File: config.mk
export PLATFORM = sky130hd
export DESIGN_NAME = spsf_top
export DESIGN_NICKNAME = d
export VERILOG_FILES = /design/src/spsf_pkg.sv /design/src/spsf_ser_if.sv /design/src/spsf_tx.sv /design/src/spsf_rx.sv /design/src/spsf_top.sv
export SDC_FILE = /design/constraint.sdc
export NUM_CORES = 1
export LEC_CHECK = 0
export ABC_AREA = 1
export BUFFER_PORTS_ARGS = -buffer_cell sky130_fd_sc_hd__clkbuf_2
export CAP_MARGIN = 20
export CELL_PAD_IN_SITES_DETAIL_PLACEMENT = 1
export CELL_PAD_IN_SITES_GLOBAL_PLACEMENT = 1
export CORE_ASPECT_RATIO = 2
export CORE_MARGIN = 2
export CORE_UTILIZATION = 46
export DETAILED_ROUTE_END_ITERATION = 7
export PLACE_DENSITY_LB_ADDON = 0.1
export REMOVE_ABC_BUFFERS = 1
export SETUP_SLACK_MARGIN = 0.5
export SYNTH_ARGS = -nofsm -noshare
export SYNTH_HDL_FRONTEND = slang
export SYNTH_SLANG_ARGS = --single-unit
File: constraint.sdc
create_clock -name clk -period 2.2 [get_ports clk]
set_clock_uncertainty 0.15 [all_clocks]
set_input_delay 0.55 -clock clk [delete_from_list [all_inputs] [get_ports clk]]
set_output_delay 0.55 -clock clk [all_outputs]
set_load 0.03 [all_outputs]
File: src/spsf_pkg.sv
// Shared constants and types of the serial port status flag block
package spsf_pkg;

  localparam int NUM_CHAN = 4;
  localparam int ADDR_W = 16;
  localparam int IRQ_W = 2 * NUM_CHAN;

  // Status register of each channel
  localparam logic [15:0] SERIAL_A_STATUS = 16'h00c3;
  localparam logic [15:0] SERIAL_B_STATUS = 16'h00d3;
  localparam logic [15:0] SERIAL_C_STATUS = 16'h00e3;
  localparam logic [15:0] SERIAL_D_STATUS = 16'h00f3;
  localparam logic [15:0] STATUS_ADDR [NUM_CHAN] = '{
    SERIAL_A_STATUS, SERIAL_B_STATUS, SERIAL_C_STATUS, SERIAL_D_STATUS};

  // Offsets from a channel base (base is status address minus STAT_OFS), then the interrupt register addresses
  localparam logic [15:0] DATA_OFS = 16'h0000;
  localparam logic [15:0] STAT_OFS = 16'h0003;
  localparam logic [15:0] CTRL_OFS = 16'h0004;
  localparam logic [15:0] IRQ_STAT_ADDR = 16'h0100;
  localparam logic [15:0] IRQ_MASK_ADDR = 16'h0101;

  // Status bit positions
  localparam int ST_RX_FULL = 7;
  localparam int ST_OVERRUN = 5;
  localparam int ST_TX_FULL = 3;
  localparam int ST_TX_BUSY = 2;

  // Control field positions
  localparam int CT_MODE_HI = 3;
  localparam int CT_MODE_LO = 2;
  localparam int CT_PRI_HI = 1;
  localparam int CT_PRI_LO = 0;
  localparam int CMD_RX_BIT = 6;
  localparam logic [7:0] CTRL_STORE_MASK = 8'h3f;

  // Reset values
  localparam logic [7:0] CTRL_RESET = 8'h00;
  localparam logic [7:0] DATA_RESET = 8'h00;
  localparam logic [IRQ_W-1:0] IRQ_RESET = 8'h00;

  // Frame lengths and receive data widths in bits
  localparam logic [3:0] FRAME_A8 = 4'ha;
  localparam logic [3:0] FRAME_A7 = 4'h9;
  localparam logic [3:0] FRAME_SYNC = 4'h8;
  localparam logic [3:0] RX_BITS8 = 4'h8;
  localparam logic [3:0] RX_BITS7 = 4'h7;

  // Timing
  localparam int CLK_HZ = 10_000_000;
  localparam int BAUD_HZ = 9600;
  localparam int SCLK_HZ = 100_000;
  localparam int BIT_CYCLES = CLK_HZ / BAUD_HZ;
  localparam int HALF_BIT_CYCLES = BIT_CYCLES / 2;
  localparam int SCLK_HALF_CYCLES = CLK_HZ / (2 * SCLK_HZ);
  localparam int CNT_W = 11;

  typedef enum logic [1:0] {
    MODE_ASYNC8, MODE_ASYNC7, MODE_CLK_EXT, MODE_CLK_INT
  } spsf_mode_t;

endpackage : spsf_pkg

File: src/spsf_ser_if.sv
// Link between the status logic and one channel's shifters
`timescale 1ns/1ps
`default_nettype none

interface spsf_ser_if;
  logic tx_have;
  logic [7:0] tx_byte;
  logic seven;
  logic clocked;
  logic shift_edge;
  logic sample_edge;
  logic tx_take;
  logic tx_busy;
  logic tx_line;
  logic rx_line;
  logic rx_go;
  logic rx_done;
  logic [7:0] rx_byte;
  logic rx_busy;

  modport ctl (
    output tx_have, tx_byte, seven, clocked, shift_edge, sample_edge,
    output rx_line, rx_go,
    input tx_take, tx_busy, tx_line, rx_done, rx_byte, rx_busy
  );
  modport tx (
    input tx_have, tx_byte, seven, clocked, shift_edge,
    output tx_take, tx_busy, tx_line
  );
  modport rx (
    input seven, clocked, sample_edge, rx_line, rx_go,
    output rx_done, rx_byte, rx_busy
  );
endinterface : spsf_ser_if

`default_nettype wire

File: src/spsf_tx.sv
// Transmit shifter for asynchronous and clocked serial modes
`timescale 1ns/1ps
`default_nettype none

module spsf_tx
  import spsf_pkg::*;
(
  // Clock and reset
  input wire logic clk,
  input wire logic rst,
  // Status logic side
  spsf_ser_if.tx sif
);

  typedef enum logic [0:0] {TX_IDLE, TX_SEND} spsf_tx_state_t;

  spsf_tx_state_t state;
  logic [9:0] shreg;
  logic [3:0] bits_left;
  logic [CNT_W-1:0] cnt;
  logic bit_end;
  logic last_bit;
  logic load;
  logic [9:0] frame;
  logic [3:0] frame_bits;

  assign bit_end = sif.clocked ? sif.shift_edge
                               : (cnt == CNT_W'(BIT_CYCLES - 1));
  assign last_bit = (state == TX_SEND) && bit_end && (bits_left == 4'h1);
  // Back to back bytes keep busy high with no idle gap
  assign load = sif.tx_have && ((state == TX_IDLE) || last_bit);
  assign sif.tx_take = load;
  assign sif.tx_busy = (state == TX_SEND);
  assign sif.tx_line = shreg[0];

  always_comb begin
    if (sif.clocked) begin
      frame = {2'h3, sif.tx_byte};
      frame_bits = FRAME_SYNC;
    end else if (sif.seven) begin
      frame = {2'h3, sif.tx_byte[6:0], 1'b0};
      frame_bits = FRAME_A7;
    end else begin
      frame = {1'b1, sif.tx_byte, 1'b0};
      frame_bits = FRAME_A8;
    end
  end

  always_ff @(posedge clk) begin
    if (rst) begin
      state <= TX_IDLE;
    end else if (load) begin
      state <= TX_SEND;
    end else if (last_bit) begin
      state <= TX_IDLE;
    end
  end

  always_ff @(posedge clk) begin
    if (rst) begin
      shreg <= '1;
      bits_left <= 4'h0;
    end else if (load) begin
      shreg <= frame;
      bits_left <= frame_bits;
    end else if ((state == TX_SEND) && bit_end) begin
      shreg <= {1'b1, shreg[9:1]};
      bits_left <= bits_left - 4'h1;
    end
  end

  always_ff @(posedge clk) begin
    if (rst || load || (state == TX_IDLE) || sif.clocked || bit_end) begin
      cnt <= '0;
    end else begin
      cnt <= cnt + CNT_W'(1);
    end
  end

endmodule : spsf_tx

`default_nettype wire

File: src/spsf_rx.sv
// Receive shifter for asynchronous and clocked serial modes
`timescale 1ns/1ps
`default_nettype none

module spsf_rx
  import spsf_pkg::*;
(
  // Clock and reset
  input wire logic clk,
  input wire logic rst,
  // Status logic side
  spsf_ser_if.rx sif
);

  typedef enum logic [1:0] {
    RX_IDLE, RX_START, RX_DATA, RX_STOP
  } spsf_rx_state_t;

  spsf_rx_state_t state;
  logic [CNT_W-1:0] cnt;
  logic [7:0] shreg;
  logic [3:0] bits_left;
  logic sample;
  logic mid_start;
  logic last_data;
  logic [7:0] shifted;
  logic done;

  assign sample = sif.clocked ? sif.sample_edge
                              : (cnt == CNT_W'(BIT_CYCLES - 1));
  assign mid_start = (cnt == CNT_W'(HALF_BIT_CYCLES - 1));
  assign last_data = (state == RX_DATA) && sample && (bits_left == 4'h1);
  assign shifted = {sif.rx_line, shreg[7:1]};
  assign sif.rx_busy = (state != RX_IDLE);
  assign sif.rx_byte = shreg;
  assign sif.rx_done = done;

  always_ff @(posedge clk) begin
    if (rst) begin
      state <= RX_IDLE;
    end else begin
      unique case (state)
        RX_IDLE: begin
          if (sif.clocked && sif.rx_go) begin
            state <= RX_DATA;
          end else if (!sif.clocked && !sif.rx_line) begin
            state <= RX_START;
          end
        end
        RX_START: begin
          // A glitch shorter than half a bit is not a start bit
          if (sif.clocked) begin
            state <= RX_IDLE;
          end else if (mid_start) begin
            state <= sif.rx_line ? RX_IDLE : RX_DATA;
          end
        end
        RX_DATA: begin
          if (last_data) begin
            state <= sif.clocked ? RX_IDLE : RX_STOP;
          end
        end
        RX_STOP: begin
          if (sample) begin
            state <= RX_IDLE;
          end
        end
      endcase
    end
  end

  always_ff @(posedge clk) begin
    if (rst || (state == RX_IDLE) || sample ||
        ((state == RX_START) && mid_start)) begin
      cnt <= '0;
    end else begin
      cnt <= cnt + CNT_W'(1);
    end
  end

  always_ff @(posedge clk) begin
    if (rst) begin
      shreg <= DATA_RESET;
      bits_left <= 4'h0;
    end else if (state == RX_IDLE) begin
      bits_left <= (sif.seven && !sif.clocked) ? RX_BITS7 : RX_BITS8;
    end else if ((state == RX_DATA) && sample) begin
      bits_left <= bits_left - 4'h1;
      if (last_data && sif.seven && !sif.clocked) begin
        shreg <= {1'b0, shifted[7:1]};
      end else begin
        shreg <= shifted;
      end
    end
  end

  // Framing errors are not checked; the byte is delivered regardless
  always_ff @(posedge clk) begin
    if (rst) begin
      done <= 1'b0;
    end else begin
      done <= (last_data && sif.clocked) ||
              ((state == RX_STOP) && sample && !sif.clocked);
    end
  end

endmodule : spsf_rx

`default_nettype wire

File: src/spsf_top.sv
// Four-channel serial port status flags with register port and interrupt
//
// Our own choice: strobed register access.
`timescale 1ns/1ps
`default_nettype none

// Overview of operation
// - Overrun bit sets; receive buffer read clears
// - Async mode returns zero in bits 4, 1:0
// - Async transmit data write sets full bit
// - Transfer to shifter or async status write clears full
// - Transfer to shifter raises transmit interrupt if enabled
// - Data or status write clears transmit interrupt
// - Busy and shifter load on start bit edge
// - Async busy clears at end of stop
// - Busy falling with empty buffer latches interrupt
// - Clocked mode bit 7 shows receive full
// - Clocked mode returns zero in 6, 4, 1:0
// - Clocked full bit; interrupt when byte taken
// - Clocked busy bit shows shifting in progress
// - Clocked busy clears only when buffer empty
// - Two-bit mode field selects operating mode
// - Receive full rising sets receive interrupt
module spsf_top
  import spsf_pkg::*;
(
  // Clock and reset
  input wire logic clk,
  input wire logic rst,
  // Register port
  input wire logic [ADDR_W-1:0] reg_addr,
  input wire logic [7:0] reg_wdata,
  input wire logic reg_wr,
  input wire logic reg_rd,
  output logic [7:0] reg_rdata,
  // Serial pins, one bit per channel
  output logic [NUM_CHAN-1:0] ser_txd,
  input wire logic [NUM_CHAN-1:0] ser_rxd,
  input wire logic [NUM_CHAN-1:0] ser_clk_in,
  output logic [NUM_CHAN-1:0] ser_clk_out,
  output logic [NUM_CHAN-1:0] ser_clk_oe,
  // Interrupt
  output logic irq
);

  ////////////////////////////////////////////////////////////////////////////
  // Pin synchronisers

  logic [NUM_CHAN-1:0] rxd_meta;
  logic [NUM_CHAN-1:0] rxd_sync;
  logic [NUM_CHAN-1:0] sclk_meta;
  logic [NUM_CHAN-1:0] sclk_sync;
  logic [NUM_CHAN-1:0] sclk_prev;

  always_ff @(posedge clk) begin
    if (rst) begin
      rxd_meta <= '1;
      rxd_sync <= '1;
    end else begin
      rxd_meta <= ser_rxd;
      rxd_sync <= rxd_meta;
    end
  end

  // Edge detection compares the second stage with the third
  always_ff @(posedge clk) begin
    if (rst) begin
      sclk_meta <= '0;
      sclk_sync <= '0;
      sclk_prev <= '0;
    end else begin
      sclk_meta <= ser_clk_in;
      sclk_sync <= sclk_meta;
      sclk_prev <= sclk_sync;
    end
  end

  ////////////////////////////////////////////////////////////////////////////
  // Per-channel event and read signals

  logic [NUM_CHAN-1:0] rx_evt;
  logic [NUM_CHAN-1:0] rx_drop;
  logic [NUM_CHAN-1:0] tx_evt;
  logic [NUM_CHAN-1:0] tx_drop;
  logic [7:0] data_word [NUM_CHAN];
  logic [7:0] status_word [NUM_CHAN];
  logic [7:0] ctrl_word [NUM_CHAN];
  logic [IRQ_W-1:0] irq_stat;
  logic [IRQ_W-1:0] irq_mask;

  ////////////////////////////////////////////////////////////////////////////
  // Channels

  for (genvar i = 0; i < NUM_CHAN; i++) begin : g_chan
    spsf_ser_if sif ();

    logic [ADDR_W-1:0] base;
    logic wr_data;
    logic wr_stat;
    logic wr_ctrl;
    logic rd_data;
    logic [7:0] ctrl;
    logic [7:0] tx_hold;
    logic [7:0] rx_data;
    logic tx_full;
    logic rx_full;
    logic overrun;
    logic busy_q;
    logic busy_fall;
    logic is_async;
    logic int_en;
    spsf_mode_t mode;
    logic [CNT_W-1:0] sclk_cnt;
    logic sclk_int;
    logic sclk_run;
    logic sclk_half;
    logic int_rise;
    logic int_fall;
    logic ext_rise;
    logic ext_fall;

    assign base = STATUS_ADDR[i] - STAT_OFS;
    assign wr_data = reg_wr && (reg_addr == base + DATA_OFS);
    assign wr_stat = reg_wr && (reg_addr == base + STAT_OFS);
    assign wr_ctrl = reg_wr && (reg_addr == base + CTRL_OFS);
    assign rd_data = reg_rd && (reg_addr == base + DATA_OFS);

    assign mode = spsf_mode_t'(ctrl[CT_MODE_HI:CT_MODE_LO]);
    assign is_async = (mode == MODE_ASYNC8) || (mode == MODE_ASYNC7);
    assign int_en = (ctrl[CT_PRI_HI:CT_PRI_LO] != 2'h0);

    // Control: command bits act once and are not stored
    always_ff @(posedge clk) begin
      if (rst) begin
        ctrl <= CTRL_RESET;
      end else if (wr_ctrl) begin
        ctrl <= reg_wdata & CTRL_STORE_MASK;
      end
    end

    // Transmit holding register
    always_ff @(posedge clk) begin
      if (rst) begin
        tx_hold <= DATA_RESET;
      end else if (wr_data) begin
        tx_hold <= reg_wdata;
      end
    end

    // A new write wins over the transfer in the same cycle
    always_ff @(posedge clk) begin
      if (rst) begin
        tx_full <= 1'b0;
      end else if (wr_data) begin
        tx_full <= 1'b1;
      end else if (sif.tx_take) begin
        tx_full <= 1'b0;
      end else if (wr_stat && is_async) begin
        tx_full <= 1'b0;
      end
    end

    // Receive buffer; a byte arriving while full and not read in that cycle is dropped
    always_ff @(posedge clk) begin
      if (rst) begin
        rx_data <= DATA_RESET;
        rx_full <= 1'b0;
        overrun <= 1'b0;
      end else begin
        if (sif.rx_done && (!rx_full || rd_data)) begin
          rx_data <= sif.rx_byte;
          rx_full <= 1'b1;
        end else if (rd_data) begin
          rx_full <= 1'b0;
        end
        if (sif.rx_done && rx_full && !rd_data) begin
          overrun <= 1'b1;
        end else if (rd_data) begin
          overrun <= 1'b0;
        end
      end
    end

    always_ff @(posedge clk) begin
      if (rst) begin
        busy_q <= 1'b0;
      end else begin
        busy_q <= sif.tx_busy;
      end
    end

    assign busy_fall = busy_q && !sif.tx_busy && !tx_full;

    // Interrupt events and their documented clears
    assign rx_evt[i] = int_en && sif.rx_done && (!rx_full || rd_data);
    assign rx_drop[i] = rd_data;
    assign tx_evt[i] = int_en &&
                       ((sif.tx_take && !wr_data) || busy_fall);
    assign tx_drop[i] = wr_data || wr_stat;

    // Internal shift clock runs only while a transfer needs it
    // A started high phase runs out, so the far side sees a final fall
    assign sclk_run = (mode == MODE_CLK_INT) &&
                      (sif.tx_busy || sif.rx_busy || sclk_int);
    assign sclk_half = (sclk_cnt == CNT_W'(SCLK_HALF_CYCLES - 1));
    assign int_rise = sclk_run && sclk_half && !sclk_int;
    assign int_fall = sclk_run && sclk_half && sclk_int;
    assign ext_rise = sclk_sync[i] && !sclk_prev[i];
    assign ext_fall = !sclk_sync[i] && sclk_prev[i];

    always_ff @(posedge clk) begin
      if (rst || !sclk_run) begin
        sclk_cnt <= '0;
        sclk_int <= 1'b0;
      end else if (sclk_half) begin
        sclk_cnt <= '0;
        sclk_int <= !sclk_int;
      end else begin
        sclk_cnt <= sclk_cnt + CNT_W'(1);
      end
    end

    // Data shifts on the falling edge and is sampled on the rising edge
    assign sif.shift_edge = (mode == MODE_CLK_INT) ? int_fall
                          : (mode == MODE_CLK_EXT) ? ext_fall : 1'b0;
    assign sif.sample_edge = (mode == MODE_CLK_INT) ? int_rise
                           : (mode == MODE_CLK_EXT) ? ext_rise : 1'b0;
    assign sif.tx_have = tx_full;
    assign sif.tx_byte = tx_hold;
    assign sif.seven = (mode == MODE_ASYNC7);
    assign sif.clocked = !is_async;
    assign sif.rx_line = rxd_sync[i];
    // In clocked modes, reading the data register or the receive command starts a byte
    assign sif.rx_go = !is_async &&
                       (rd_data || (wr_ctrl && reg_wdata[CMD_RX_BIT]));

    spsf_tx u_tx (
      .clk(clk),
      .rst(rst),
      .sif(sif)
    );

    spsf_rx u_rx (
      .clk(clk),
      .rst(rst),
      .sif(sif)
    );

    assign ser_txd[i] = sif.tx_line;
    assign ser_clk_out[i] = sclk_int;
    assign ser_clk_oe[i] = (mode == MODE_CLK_INT);

    // Bit 6 reads zero: address bit capture is not provided
    assign status_word[i] = {
      rx_full,
      1'b0,
      overrun,
      1'b0,
      tx_full,
      sif.tx_busy,
      2'h0
    };
    assign data_word[i] = rx_data;
    assign ctrl_word[i] = ctrl;
  end

  ////////////////////////////////////////////////////////////////////////////
  // Interrupt status and mask

  logic [IRQ_W-1:0] w1c;

  assign w1c = (reg_wr && (reg_addr == IRQ_STAT_ADDR)) ? reg_wdata
                                                       : IRQ_RESET;

  // An event in the clearing cycle keeps its bit set
  always_ff @(posedge clk) begin
    if (rst) begin
      irq_stat <= IRQ_RESET;
    end else begin
      for (int k = 0; k < NUM_CHAN; k++) begin
        if (rx_evt[k]) begin
          irq_stat[2*k] <= 1'b1;
        end else if (rx_drop[k] || w1c[2*k]) begin
          irq_stat[2*k] <= 1'b0;
        end
        if (tx_evt[k]) begin
          irq_stat[2*k+1] <= 1'b1;
        end else if (tx_drop[k] || w1c[2*k+1]) begin
          irq_stat[2*k+1] <= 1'b0;
        end
      end
    end
  end

  always_ff @(posedge clk) begin
    if (rst) begin
      irq_mask <= IRQ_RESET;
    end else if (reg_wr && (reg_addr == IRQ_MASK_ADDR)) begin
      irq_mask <= reg_wdata;
    end
  end

  always_ff @(posedge clk) begin
    if (rst) begin
      irq <= 1'b0;
    end else begin
      irq <= |(irq_stat & irq_mask);
    end
  end

  ////////////////////////////////////////////////////////////////////////////
  // Read data

  logic [7:0] next_rdata;

  always_comb begin
    next_rdata = 8'h00;
    for (int k = 0; k < NUM_CHAN; k++) begin
      if (reg_addr == STATUS_ADDR[k] - STAT_OFS + DATA_OFS) begin
        next_rdata = data_word[k];
      end
      if (reg_addr == STATUS_ADDR[k]) begin
        next_rdata = status_word[k];
      end
      if (reg_addr == STATUS_ADDR[k] - STAT_OFS + CTRL_OFS) begin
        next_rdata = ctrl_word[k];
      end
    end
    if (reg_addr == IRQ_STAT_ADDR) begin
      next_rdata = irq_stat;
    end
    if (reg_addr == IRQ_MASK_ADDR) begin
      next_rdata = irq_mask;
    end
  end

  // Read data stand for one cycle only and are zero otherwise
  always_ff @(posedge clk) begin
    if (rst) begin
      reg_rdata <= 8'h00;
    end else begin
      reg_rdata <= reg_rd ? next_rdata : 8'h00;
    end
  end

endmodule : spsf_top

`default_nettype wire

Word-level counts from Yosys, hierarchy flattened
Cells that the tools add are included.
Storage, ports and cells
  flip-flop bits (word level): 405
  bits of input ports: 36
  output and inout port bits: 21
  word-level logic and storage cells: 695
Operators by class
  add/sub/neg operators: 20
  equal/unequal tests: 78
  muxes and demuxes: 171
  bitwise operators: 10
  reductions and logical operators: 328
Operators by type and width (count)
  $eq A16 B8 Y1 const B: 12
  $mux W8: 19
  $logic_and A1 B1 Y1: 146
  $add A11 B1 Y11 const B: 12
  $eq A11 B11 Y1 const B: 8
  $mux W10: 8
  $mux W2: 40
  $mux W4: 20
  $logic_or A1 B1 Y1: 76
  $mux W1: 72
  $mux W9: 8
  $reduce_bool A2 Y1: 36
  $eq A11 B10 Y1 const B: 4
  $eq A11 B6 Y1 const B: 4
  $logic_not A1 Y1: 44
  $eq A16 B9 Y1 const B: 2
  $eq A2 B2 Y1 const B: 16
  $eq A4 B1 Y1 const B: 8
  $pmux W2 S4: 4
  $sub A4 B1 Y4 const B: 8
  $eq A2 B1 Y1 const B: 8
  $logic_not A2 Y1: 8
  $ne A2 B1 Y1 const B: 8
  $reduce_and A4 Y1: 4
  8 further kinds: 32

Logic depth before layout (Yosys ltp)
Gate-level depths: netlist (run 1).
  word-level depth: 16
  mapped depth: 17
  mapped depth without buffers: 16

Modules after synthesis
Synthesis (run 1) repeated with hierarchy kept, for this count alone.
Unflattened totals
  cell total of the unflattened synthesis: 2864
  area, all modules: 20400.8 µm²
By module, submodules not included
  spsf_top: times used 1, cells each 1158, area an instance 8599.5 µm², seq. area each 3943.8 µm²
  spsf_rx: times used 4, cells each 227, area an instance 1551.5 µm², seq. area each 520.5 µm²
  spsf_tx (g_chan[0].u_tx ...): times used 2, cells each 199, area an instance 1418.9 µm², seq. area each 500.5 µm²
  spsf_tx (g_chan[3].u_tx): times used 1, cells each 199, area an instance 1410.1 µm², seq. area each 500.5 µm²
  spsf_tx (g_chan[2].u_tx): times used 1, cells each 201, area an instance 1347.5 µm², seq. area each 500.5 µm²

Worst setup path before layout (run 1)
Ideal clock, no wire load.
  path type: in2reg
  start: input reg_addr[15]
  end: register g_chan[1].u_rx.state[0]
  library setup time: 0.112 ns
  data arrival time: 1.817 ns
  data required time: 1.938 ns
  setup slack: 0.121 ns
  cell stages on the path: 15
  path buffers: 1
  path through: nor2_1 > nand2_1 > nor2_2 > buf_6 > inv_2 > nor3_4 > nand2_1 > nand2_1 > nand2_1 > nand2_1 > a21oi_1 > nor2_2 > nand3_1 > nor2_1 > nor2_1
On the way
  cells in the longest elaborated chain, start to end: 8
  elaborated cells between the ends (all ways): 12
  classes of those cells: eq/ne (3); mux (2); reduce/logical (7)
RTL lines
  from (decl): line spsf_top.sv:31  | input wire logic [ADDR_W-1:0] reg_addr,
  $eq A16 B8 Y1: line spsf_top.sv:125  | assign wr_ctrl = reg_wr && (reg_addr == base + CTRL_OFS);
  $logic_and A1 B1 Y1: line spsf_top.sv:125
  $logic_and A1 B1 Y1: line spsf_top.sv:235  | (rd_data || (wr_ctrl && reg_wdata[CMD_RX_BIT]));
  $logic_or A1 B1 Y1 (*): line spsf_top.sv:235
  $logic_and A1 B1 Y1 (*): line spsf_top.sv:234  | assign sif.rx_go = !is_async &&
  $logic_and A1 B1 Y1 (*): line spsf_rx.sv:44  | if (sif.clocked && sif.rx_go) begin
  $ne A3 B1 Y1 (no source line) / $mux W2 (equally long branches)
  $reduce_and A4 Y1 (no source line) / $pmux W2 S4 (equally long branches)
  to (signal assigned): line spsf_rx.sv:55  | state <= sif.rx_line ? RX_IDLE : RX_DATA;
  to (signal assigned): line spsf_rx.sv:60  | state <= sif.clocked ? RX_IDLE : RX_STOP;
  to (decl): line spsf_rx.sv:19  | spsf_rx_state_t state;
Every way passes the cells marked *; elsewhere a longest branch is shown, timed or not.
A chain may end at the register's enable or synchronous reset.

Worst setup path in the final report (run 1)
  start: register g_chan[3].u_rx.cnt[4]
  end: register g_chan[3].u_rx.shreg[0]
On the way
  cells in the longest elaborated chain, start to end: 7
  elaborated cells between the ends (all ways): 8
  classes of those cells: eq/ne (1); mux (2); reduce/logical (5)
RTL lines
  from (decl): line spsf_rx.sv:20  | logic [CNT_W-1:0] cnt;
  from (signal assigned): line spsf_rx.sv:77  | cnt <= cnt + CNT_W'(1);
  $eq A11 B11 Y1 (*): line spsf_rx.sv:30  | : (cnt == CNT_W'(BIT_CYCLES - 1));
  $mux W1 (*): line spsf_rx.sv:29  | assign sample = sif.clocked ? sif.sample_edge
  $logic_and A1 B1 Y1 (*): line spsf_rx.sv:32, spsf_rx.sv:87
  $logic_and A1 B1 Y1: line spsf_rx.sv:32  | assign last_data = (state == RX_DATA) && sample && (bits_left == 4'h1);
  $logic_and A1 B1 Y1 (2 in series): line spsf_rx.sv:89  | if (last_data && sif.seven && !sif.clocked) begin
  $mux W8: line spsf_rx.sv:89
  to (signal assigned): line spsf_rx.sv:90  | shreg <= {1'b0, shifted[7:1]};
  to (signal assigned): line spsf_rx.sv:92  | shreg <= shifted;
  to (decl): line spsf_rx.sv:21  | logic [7:0] shreg;
Marked as above.

==> results of run 1 <==
[stage by stage]
step | worst slack (ns) | cell area, um^2
final | -0.02710 | 26680
after global routing | -0.1515 | 26680
after CTS | 0.1183 | 24260
after detailed placement | -0.3601 | 21040
after global placement | -0.2494 | 21040
after floorplan | -1.734 | 18780
[routing by layer]
metal / GRT usage [%] / share of wire, %
met1: 27.96 / 33
met2: 60.16 / 55
met3: 3.447 / 3.9
met4: 16.82 / 8.2
met5: 0 / 0.014
[power groups by stage]
stage	Combinational [mW]	Sequential (mW)	Clock, mW
after detailed placement	1.86	7.80	0
after global routing	2.77	7.69	7.65
after CTS	2.17	7.64	7.33
after global placement	1.74	7.78	0
after floorplan	1.17	7.75	0
final	2.57	7.66	7.31
[state kept, by name (all words and copies together), names as in the netlist, 16 cells and up]
register                 cells
g_chan.sclk_cnt             44
g_chan.u_rx.cnt             44
g_chan.u_tx.cnt             44
g_chan.u_tx.shreg           36
g_chan.rx_data              32
g_chan.sif.tx_byte          32
g_chan.u_rx.sif.rx_byte     32
g_chan.ctrl                 24
g_chan.u_rx.bits_left       16
g_chan.u_tx.bits_left       16
[layout make-up]
cell class,instances,area share (%)
Clock buffer,56,4.318
Clock inverter,12,0.7174
Inverter,390,5.992
Multi-Input combinational cell,1790,43.69
Sequential cell,401,30.36
Tap cell,540,2.532
Timing Repair Buffer,364,12.20
Timing Repair inverter,5,0.1922
[worst max-delay path by stage]
| stage | slack, ns | cells past startpoint | end |
|---|---|---|---|
| after global placement | -0.25 | 15 | g_chan[3].u_rx.state[1]$_SDFFE_PP0P_ |
| after CTS | 0.12 | 12 | g_chan[3].u_rx.sif.rx_byte[1]$_SDFFE_PP0P_ |
| after detailed placement | -0.36 | 14 | g_chan[0].u_rx.state[1]$_SDFFE_PP0P_ |
| after floorplan | -1.73 | 4 | g_chan[1].sclk_cnt[8]$_SDFF_PP0_ |
| final | -0.03 | 11 | g_chan[3].u_rx.sif.rx_byte[0]$_SDFFE_PP0P_ |
| after global routing | -0.15 | 13 | g_chan[3].u_tx.bits_left[1]$_SDFFE_PP0P_ |
[repair_timing]
action,4_1_cts,5_1_grt
setup buffers,81,58
resized for setup,329,484
setup endpoints to repair,331,386
gates cloned,11,10
pin swaps,90,170
[Yosys cell counts, types with 13 or more instances]
cell type	number
o2111ai_1	13
nand2_1	450
nor4_1	18
xnor2_1	13
a21oi_1	192
nor2_1	314
o21a_1	19
dfxtp_1	401
nand4_1	44
nand2_2	18
xor2_1	37
clkbuf_1	47
o21ai_1	31
nor3_1	51
ha_1	40
nor3b_1	36
a31oi_1	15
o21ai_0	174
o211ai_1	16
inv_1	343
buf_2	16
nand3_1	191
inv_2	37
or2_2	14
[cell families (layout without fill, tap and decap cells)]
| family | after synthesis | after routing |
|---|---|---|
| AOI/OAI and AO/OA | 498 | 498 |
| xor gates and xnor gates | 50 | 50 |
| adders and majority gates | 40 | 40 |
| buffers and inverters | 485 | 827 |
| DFF | 401 | 401 |
| and+or+nand+nor | 1196 | 1202 |
[placed cells by master (no fill, tap or decap), drive strengths merged, types with 2 or more instances in the layout]
cell type	n
nand2	481
dfxtp	401
inv	382
nor2	334
buf	311
o21ai	208
nand3	201
a21oi	193
clkbuf	109
nor3	55
nand4	45
ha	40
xor2	37
nor3b	36
o21a	19
nor4	19
o211ai	18
clkinv	18
or2	17
a31oi	16
xnor2	13
o2111ai	13
nand3b	12
a211oi	10
a221oi	6
o21bai	5
bufinv	5
o311ai	3
o22ai	2
clkinvlp	2
and3	2
[critical path, cell delays in order (launching register included)]
cell and delay (ns):
dfxtp_1 0.32, inv_1 0.10, nor4_2 0.29, nand4_1 0.22, a21oi_4 0.24, nand3_4 0.16, nor2_8 0.21, nand2_8 0.12
nand2_2 0.09, nand3_2 0.06, nand2_1 0.10, inv_1 0.05
==> run_results.csv, run 1 <==
group,metric,value,unit
synthesis,synth_compound_area_share,14.46,%
setup_path,path_class,"flop to flop",
floorplanning,start_util,46.28,%
sta,min_period,2.227,ns
synthesis,ys.warnings.count,0,
synthesis,synth.distinct_cells,60,
power_and_ir_drop,p_int,12.59,mW
setup_path,start_kind,"flop",
floorplanning,dieHeight,293.5,um
synthesis,netlist_instances,2670,
clock_network,clkLatencyLatePin,0.56,ns
clock_network,clk_pin_slew,0.07,ns
setup_path,timing.rr.start,"g_chan[3].u_rx.cnt[4]$_SDFF_PP0_",
sta,tightestPinTransition,0.7547,ns
setup_path,worstPathArrival,2.53,ns
power_and_ir_drop,p_comb_share,14.6,%
power_and_ir_drop,pwr_density_cell,657.6,nW/um^2
power_and_ir_drop,p_clk_share,41.7,%
synthesis,synth_top_cell_area_share,41.65,%
global_routing,grt_pass1_vias,20820,
synthesis,avgSynthCellArea,7.219,um^2
min_path,min_path_type,"input pin to flop",
setup_path,reg2reg_slack,-0.03,ns
placed_design,gp_congestion,0.9173,
floorplanning,io_pins,57,
sta,rsz0062_at_grt,"yes",
sta,finalCritPeriodShare,101.2,%
clock_network,cts-buffers-inserted,39,
detailed_routing,viasPerCell,5.673,
power_and_ir_drop,switching_share,28.26,%
floorplanning,rows,106,
sta,setup_viol,8,
flow_run,cap_violations,0,
layout,multi_input_comb_area,11660,um^2
sta,holdWs,0.01799,ns
power_and_ir_drop,seq_power_share,43.7,%
layout,ff_latch_area,8100,um^2
sta,fmax,0.4490,GHz
layout,n_antenna_cell,0,
layout,finish.utilization,64.08,%
min_path,min_from,"ser_rxd[3]",
floorplanning,core,41640,um^2
outcome,status,"finished, violations left",
synthesis,async_flop_share,0,%
power_and_ir_drop,vdd_drop_max,0.0007327,V
synthesis,synth_top_flop_cell,"dfxtp_1",
detailed_routing,ant_nets,0,
power_and_ir_drop,p_leak,10.70,nW
synthesis,seq_area_frac_synth,41.65,%
sta,maxSlewHeadroom,49.62,%
min_path,hold_end,"rxd_meta[3]$_SDFF_PP1_",
sta,hold_viol,0,
synthesis,synth_top_family_by_area,"simple AND/OR/NAND/NOR gates",
global_routing,grt_usage,29.76,%
placed_design,io_buffers,56,
detailed_routing,drt_pass1_iterations,7,
detailed_routing,routed_wl,77380,um
layout,drive_gt1_share,34.19,%
synthesis,yosys.area_share.xor_xnor,2.272,%
layout,final_cells,3558,
synthesis,synthAdderAreaFrac,2.597,%
sta,fin_tns_setup,-0.07446,ns
detailed_routing,drt_iter0_markers,1023,
setup_path,crit_start,"g_chan[3].u_rx.cnt[4]$_SDFF_PP0_",
setup_path,worstPathMaxFanout,8,
synthesis,synthSimpleGateAreaFrac,28.85,%
clock_network,cts_tree,"done",
synthesis,ys_seq_elements,401,
layout,fillerInstances,4977,
min_path,min_path_cells,2,
clock_network,clkSinkCount,401,
power_and_ir_drop,switchingPower,4.958,mW
setup_path,critPathRequiredTime,2.51,ns
synthesis,syn_area,19270,um^2
detailed_routing,via_count,20190,
floorplanning,die_area,43650,um^2
global_routing,grt_max_degree,59,
global_routing,antenna_found_initial,1,
setup_path,reg2regPathDepth,11,
sta,timing.final.ws_setup,-0.02710,ns
synthesis,synthMuxAreaShare,0,%
power_and_ir_drop,power,17.55,mW
setup_path,reg2reg_to,"g_chan[3].u_rx.sif.rx_byte[0]$_SDFFE_PP0P_",
placed_design,dp_cells,3330,
clock_network,cts_max_level,2,
layout,fin_nets,3067,
layout,areaGrowthSynthToFinish,38.44,%
clock_network,cts_root_buffer,"clkbuf_16",
clock_network,ctsLongestPathBuffers,3,
detailed_routing,drc,0,
synthesis,netlist_top_cells_area,"dfxtp_1 42%, nand2_1 8.8%, inv_1 6.7%",
global_routing,overflow,0,
synthesis,synth_top_cell_by_area,"dfxtp_1",
clock_network,postCtsHoldBufs,0,
sta,drv_slew,0,
global_routing,grt_pass1_wl,104600,um
outcome,violations,"setup timing",
placed_design,hpwlAfterDp,44770,um
synthesis,synth_edf_count,0,
detailed_routing,wl_per_cell,21.75,um
setup_path,endpoint_kind,"flop",
floorplanning,die_w,148.7,um
No activity file was read; power rests on OpenSTA's default activity.
==> run 2, diff against run 1 <==
- CORE_ASPECT_RATIO: 2 -> not set
- CTS_CLUSTER_SIZE: not set -> 40
==> run 2 against run 1 <==
  * The run still ends with setup timing left
  * Critical path type unchanged
  * Via count grew 5.6%
  * Clock power is 9.4% higher
  * Critical path depth rose by 3
  * Maximum frequency down 9.1%
  * Sequential share of layout area decreased by 0.73 points
  * Register-to-register slack worse by 0.22 ns
  * Largest power group is now the clock network
  * Count of clock-buffer cells in the layout increased by 19
==> run_results.csv, run 2 (same netlist as run 1, synthesis figures left out) <==
group,metric,value,unit
min_path,min_path_type,"input pin to flop",
layout,fillerInstances,4796,
layout,final_cells,3596,
sta,drv_slew,0,
setup_path,reg2reg_to,"g_chan[1].u_rx.sif.rx_byte[2]$_SDFFE_PP0P_",
setup_path,timing.rr.start,"g_chan[1].sclk_cnt[9]$_SDFF_PP0_",
clock_network,clkSinkCount,401,
clock_network,clkLatencyLatePin,0.60,ns
floorplanning,die_area,43560,um^2
detailed_routing,drc,0,
setup_path,worstPathMaxFanout,7,
clock_network,cts_tree,"done",
detailed_routing,drt_iter0_markers,1687,
global_routing,grt_max_degree,48,
floorplanning,core,41110,um^2
placed_design,io_buffers,56,
setup_path,endpoint_kind,"flop",
global_routing,grt_usage,29.01,%
flow_run,cap_violations,0,
setup_path,critPathRequiredTime,2.58,ns
setup_path,path_class,"flop to flop",
setup_path,worstPathArrival,2.83,ns
placed_design,dp_cells,3307,
layout,mostFrequentLayoutCells,"349 x dfxtp_1, 328 x nand2_1, 303 x inv_1",
layout,mostFrequentLayoutCell,"dfxtp_1",
min_path,min_path_cells,2,
power_and_ir_drop,power,18.54,mW
layout,n_antenna_cell,0,
detailed_routing,routed_wl,87320,um
layout,fin_nets,3106,
floorplanning,io_pins,57,
sta,maxSlewHeadroom,47.71,%
placed_design,gp_congestion,0.9365,
clock_network,clk_pin_slew,0.06,ns
clock_network,cts-buffers-inserted,45,
sta,min_period,2.450,ns
layout,top_regs,"g_chan.sclk_cnt x44, g_chan.u_rx.cnt x44, g_chan.u_tx.cnt x44",
sta,fmax,0.4081,GHz
setup_path,reg2reg_slack,-0.25,ns
clock_network,cts_max_level,2,
global_routing,antenna_found_initial,3,
layout,multi_input_comb_area,11900,um^2
detailed_routing,wl_per_cell,24.28,um
sta,tightestPinTransition,0.7833,ns
detailed_routing,ant_nets,0,
power_and_ir_drop,p_leak,10.98,nW
sta,rsz0062_at_grt,"yes",
layout,areaGrowthSynthToFinish,42.30,%
layout,ff_latch_area,8125,um^2
global_routing,grt_pass1_vias,20440,
setup_path,reg2regPathDepth,14,
min_path,hold_end,"rxd_meta[2]$_SDFF_PP1_",
global_routing,overflow,0,
floorplanning,rows,74,
detailed_routing,viasPerCell,5.929,
layout,drive_gt1_share,35.41,%
global_routing,grt_pass1_wl,103600,um
clock_network,cts_root_buffer,"clkbuf_16",
min_path,min_from,"ser_rxd[2]",
floorplanning,start_util,46.89,%
clock_network,ctsLongestPathBuffers,3,
sta,finalCritPeriodShare,111.4,%
power_and_ir_drop,pwr_density_cell,675.9,nW/um^2
floorplanning,die_w,208.7,um
sta,hold_viol,0,
detailed_routing,via_count,21320,
outcome,status,"finished, violations left",
sta,setup_viol,47,
detailed_routing,drt_pass1_iterations,7,
placed_design,hpwlAfterDp,41320,um
power_and_ir_drop,vdd_drop_max,0.0008243,V
sta,timing.final.ws_setup,-0.2501,ns
setup_path,start_kind,"flop",
floorplanning,dieHeight,208.7,um
outcome,violations,"setup timing",
placed_design,dp_slack,-0.3307,ns
==> run 2: routing by layer <==
metal / vias to the layer above / GRT usage, % / part of all wire (%)
li1: 9439 / - / -
met1: 10610 / 34.12 / 37
met2: 907 / 53.03 / 51
met3: 366 / 5.020 / 5.7
met4: 2 / 9.951 / 5.8
met5: - / 0 / 0.013
==> run 2: final cells by class <==
cell class,count,share of cell area [%]
multi-input cells,1791,43.39
flip-flops and latches,401,29.62
repair buffers,397,13.11
inverters,390,5.784
clock buffers,75,5.218
well taps,532,2.427
clock inverters,6,0.3056
repair inverters,4,0.1323
==> run 2: report_power, final <==
| part | total (mW) | switching (mW) | internal, mW |
|---|---|---|---|
| clock | 8.00 | 3.35 | 4.65 |
| combinational | 2.84 | 1.81 | 1.03 |
| sequential | 7.70 | 0.246 | 7.45 |
==> run 2: how the worst max path moves through the flow <==
stage                                     start                                          to  slack, ns  cells past startpoint
2_1_floorplan                               rst            g_chan[1].sclk_cnt[8]$_SDFF_PP0_      -1.73                      4
3_3_place_gp                        reg_addr[0]                     reg_rdata[6]$_SDFF_PP0_      -0.27                     12
3_5_place_dp                        reg_addr[0]                     reg_rdata[0]$_SDFF_PP0_      -0.33                     16
4_1_cts        g_chan[3].sclk_cnt[5]$_SDFF_PP0_    g_chan[3].u_tx.bits_left[1]$_SDFFE_PP0P_       0.06                     13
5_1_grt        g_chan[1].sclk_cnt[9]$_SDFF_PP0_  g_chan[1].u_rx.sif.rx_byte[2]$_SDFFE_PP0P_      -0.37                     14
6_report       g_chan[1].sclk_cnt[9]$_SDFF_PP0_  g_chan[1].u_rx.sif.rx_byte[2]$_SDFFE_PP0P_      -0.25                     14
==> run 2: critical path, stage by stage, from the launching register on <==
cell	delay, ns
dfxtp_1	0.34
nor2_2	0.19
nand3_4	0.10
nor3_4	0.18
buf_6	0.14
nand3_4	0.06
nand2_4	0.08
nand3_4	0.14
inv_4	0.14
nand2_8	0.07
nor2_4	0.27
nand3_1	0.19
nand3_1	0.14
nand2_1	0.10
inv_1	0.08
==> run 2: what timing repair did <==
action | in CTS | in global routing
resized for setup | 327 | 556
hold buffers | 4 | 0
hold endpoints to repair | 4 | 0
pin swaps | 95 | 172
cloned | 9 | 6
setup buffers | 88 | 101
endpoints found under the setup margin | 311 | 374
==> run 2: stage by stage <==
stage          setup TNS, ns  area, um^2  utilization (%)  hold WS [ns]
4_1_cts                    0       24310            59.15     0.0007513
3_3_place_gp          -6.240       20930            50.90        0.2432
2_1_floorplan        -298.84       18780                -        0.2383
6_report              -2.111       27430            66.72       0.01763
3_5_place_dp          -12.47       20930            50.90        0.2459
5_1_grt               -8.987       27430            66.72       0.01116
==> run 3, diff against run 2 <==
==> constraint.sdc (replaced) <==
create_clock -name clk -period 2.2 [get_ports clk]
set_clock_uncertainty 0.15 [all_clocks]
set_input_delay 0.44 -clock clk [delete_from_list [all_inputs] [get_ports clk]]
set_output_delay 0.44 -clock clk [all_outputs]
set_load 0.03 [all_outputs]
==> run 3 against run 2 <==
  * The run still ends with setup timing left
  * Power about the same
  * Sequential cell count unchanged
  * Hold slack improved by 0.15 ns
  * Register-to-register slack improved by 0.08 ns
  * Cell count decreased by 0.47%
  * Maximum frequency increased by 3.6%
  * First-iteration DRC count decreased by 3.1%
  * Cell area increased by 0.16%
  * Largest cell class unchanged
  * Routed wire length increased by 0.45%
==> run_results.csv, run 3 (same netlist as run 1, synthesis figures left out) <==
group,metric,value,unit
sta,drv_slew,0,
detailed_routing,drc,0,
sta,maxSlewHeadroom,38.22,%
placed_design,io_buffers,56,
clock_network,cts_max_level,2,
min_path,min_path_cells,3,
clock_network,cts_tree,"done",
layout,drive_gt1_share,36.64,%
sta,rsz0062_at_grt,"yes",
sta,setup_viol,53,
detailed_routing,wl_per_cell,24.51,um
global_routing,grt_max_degree,66,
setup_path,endpoint_kind,"flop",
clock_network,clkSinkCount,401,
detailed_routing,ant_nets,0,
sta,fmax,0.4227,GHz
placed_design,gp_congestion,0.9404,
global_routing,grt_pass1_vias,20420,
setup_path,timing.rr.start,"g_chan[3].u_tx.cnt[0]$_SDFF_PP0_",
global_routing,use_met2,55.53,%
global_routing,overflow,0,
detailed_routing,viasPerCell,5.956,
layout,areaGrowthSynthToFinish,42.54,%
power_and_ir_drop,vdd_drop_max,0.001019,V
sta,finalCritPeriodShare,107.5,%
layout,mostFrequentLayoutCells,"348 x dfxtp_1, 332 x nand2_1, 300 x inv_1",
power_and_ir_drop,p_leak,10.97,nW
min_path,min_from,"rst",
clock_network,clk_pin_slew,0.06,ns
setup_path,reg2regPathDepth,12,
outcome,violations,"setup timing",
clock_network,cts-buffers-inserted,45,
sta,timing.final.ws_setup,-0.1660,ns
power_and_ir_drop,power,18.52,mW
floorplanning,dieHeight,208.7,um
detailed_routing,drt_iter0_markers,1635,
detailed_routing,via_count,21320,
floorplanning,core,41110,um^2
sta,hold_viol,0,
clock_network,cts_root_buffer,"clkbuf_16",
setup_path,reg2reg_to,"g_chan[3].u_tx.bits_left[1]$_SDFFE_PP0P_",
global_routing,antenna_found_initial,0,
clock_network,clkLatencyLatePin,0.61,ns
placed_design,dp_slack,-0.2500,ns
sta,fin_tns_setup,-2.653,ns
detailed_routing,routed_wl,87720,um
setup_path,worstPathMaxFanout,5,
floorplanning,start_util,46.89,%
placed_design,hpwlAfterDp,41730,um
clock_network,ctsLongestPathBuffers,3,
layout,finish.utilization,66.83,%
detailed_routing,drt_pass1_iterations,5,
global_routing,gr-usage-met3,3.607,%
floorplanning,die_w,208.7,um
sta,tightestPinTransition,0.9254,ns
setup_path,path_class,"flop to flop",
min_path,min_path_type,"input pin to flop",
layout,fin_nets,3090,
setup_path,worstPathArrival,2.67,ns
setup_path,start_kind,"flop",
flow_run,cap_violations,0,
setup_path,reg2reg_slack,-0.17,ns
layout,top_regs,"g_chan.sclk_cnt x44, g_chan.u_rx.cnt x44, g_chan.u_tx.cnt x44",
global_routing,top_usage_layer,"met2",
layout,mostFrequentLayoutCell,"dfxtp_1",
global_routing,grt.met1_usage,35.74,%
floorplanning,io_pins,57,
global_routing,grt_pass1_wl,106600,um
setup_path,critPathRequiredTime,2.51,ns
sta,min_period,2.366,ns
power_and_ir_drop,pwr_density_cell,674.2,nW/um^2
outcome,status,"finished, violations left",
global_routing,grt_usage,30.01,%
min_path,hold_end,"g_chan[0].u_rx.bits_left[1]$_SDFFE_PP0P_",
floorplanning,die_area,43560,um^2
floorplanning,rows,74,
layout,fillerInstances,4762,
-- run 3: area by class of cell --
| cell class | count | area (um^2) | share of cell area, % |
|---|---|---|---|
| repair inverters | 6 | 42.54 | 0.1548 |
| flip-flops and latches | 401 | 8124 | 29.57 |
| inverters | 390 | 1625 | 5.916 |
| clock buffers | 71 | 1376 | 5.010 |
| well taps | 532 | 665.6 | 2.423 |
| diodes | 1 | 2.502 | 0.009108 |
| clock inverters | 8 | 118.9 | 0.4326 |
| multi-input cells | 1792 | 12140 | 44.18 |
| repair buffers | 378 | 3379 | 12.30 |
-- run 3: per-stage QoR --
stage	hold WS, ns	std cells	instance area (um^2)
floorplan	0.2383	2575	18780
CTS	0.09911	3481	24620
finish	0.1710	3579	27470
global placement	0.2427	3298	20820
global route	0.1832	3578	27470
detailed placement	0.2491	3298	20820
-- run 3: worst max path at each step --
stage | start | depth (start not counted) | end | slack (ns)
final | g_chan[3].u_tx.cnt[0]$_SDFF_PP0_ | 12 | g_chan[3].u_tx.bits_left[1]$_SDFFE_PP0P_ | -0.17
after floorplan | rst | 4 | g_chan[1].sclk_cnt[8]$_SDFF_PP0_ | -1.62
after detailed placement | reg_addr[0] | 12 | reg_rdata[6]$_SDFF_PP0_ | -0.25
after global placement | reg_addr[0] | 12 | reg_rdata[6]$_SDFF_PP0_ | -0.19
after CTS | g_chan[1].sclk_cnt[3]$_SDFF_PP0_ | 13 | g_chan[1].u_tx.shreg[5]$_SDFFE_PP1P_ | 0.08
after global routing | g_chan[3].sclk_cnt[1]$_SDFF_PP0_ | 13 | g_chan[3].u_rx.sif.rx_byte[4]$_SDFFE_PP0P_ | -0.21
-- run 3: layer usage --
layer	vias to the layer above	wire length (um)	share of wire (%)
met3	401	5000	5.7
met5	-	0	0
met4	0	5306	6.0
met2	939	44830	51
met1	10550	32580	37
li1	9426	-	-
-- run 3: critical path, stage by stage, from the launching register on --
cell     delay [ns]
dfxtp_2        0.35
inv_1          0.09
ha_1           0.21
nand2_1        0.09
nor3_1         0.07
a31oi_2        0.27
o21ai_4        0.12
nand2_2        0.11
nand2_4        0.10
nand2_8        0.11
nand2_8        0.11
o21ai_0        0.32
nor2_1         0.12
-- run 3: timing repair --
item | in CTS | in global routing
gates resized for setup | 403 | 513
hold endpoints to repair | 8 | 0
setup buffers | 79 | 88
pin swaps | 107 | 172
gates cloned | 17 | 9
endpoints found under the setup margin | 271 | 353
hold buffers | 8 | 0
-- run 3: power breakdown --
group / internal [mW] / switching, mW / total, mW
logic: 0.965 / 1.89 / 2.85
clock network: 4.63 / 3.32 / 7.95
registers: 7.46 / 0.269 / 7.72
total: 13.0 / 5.48 / 18.5
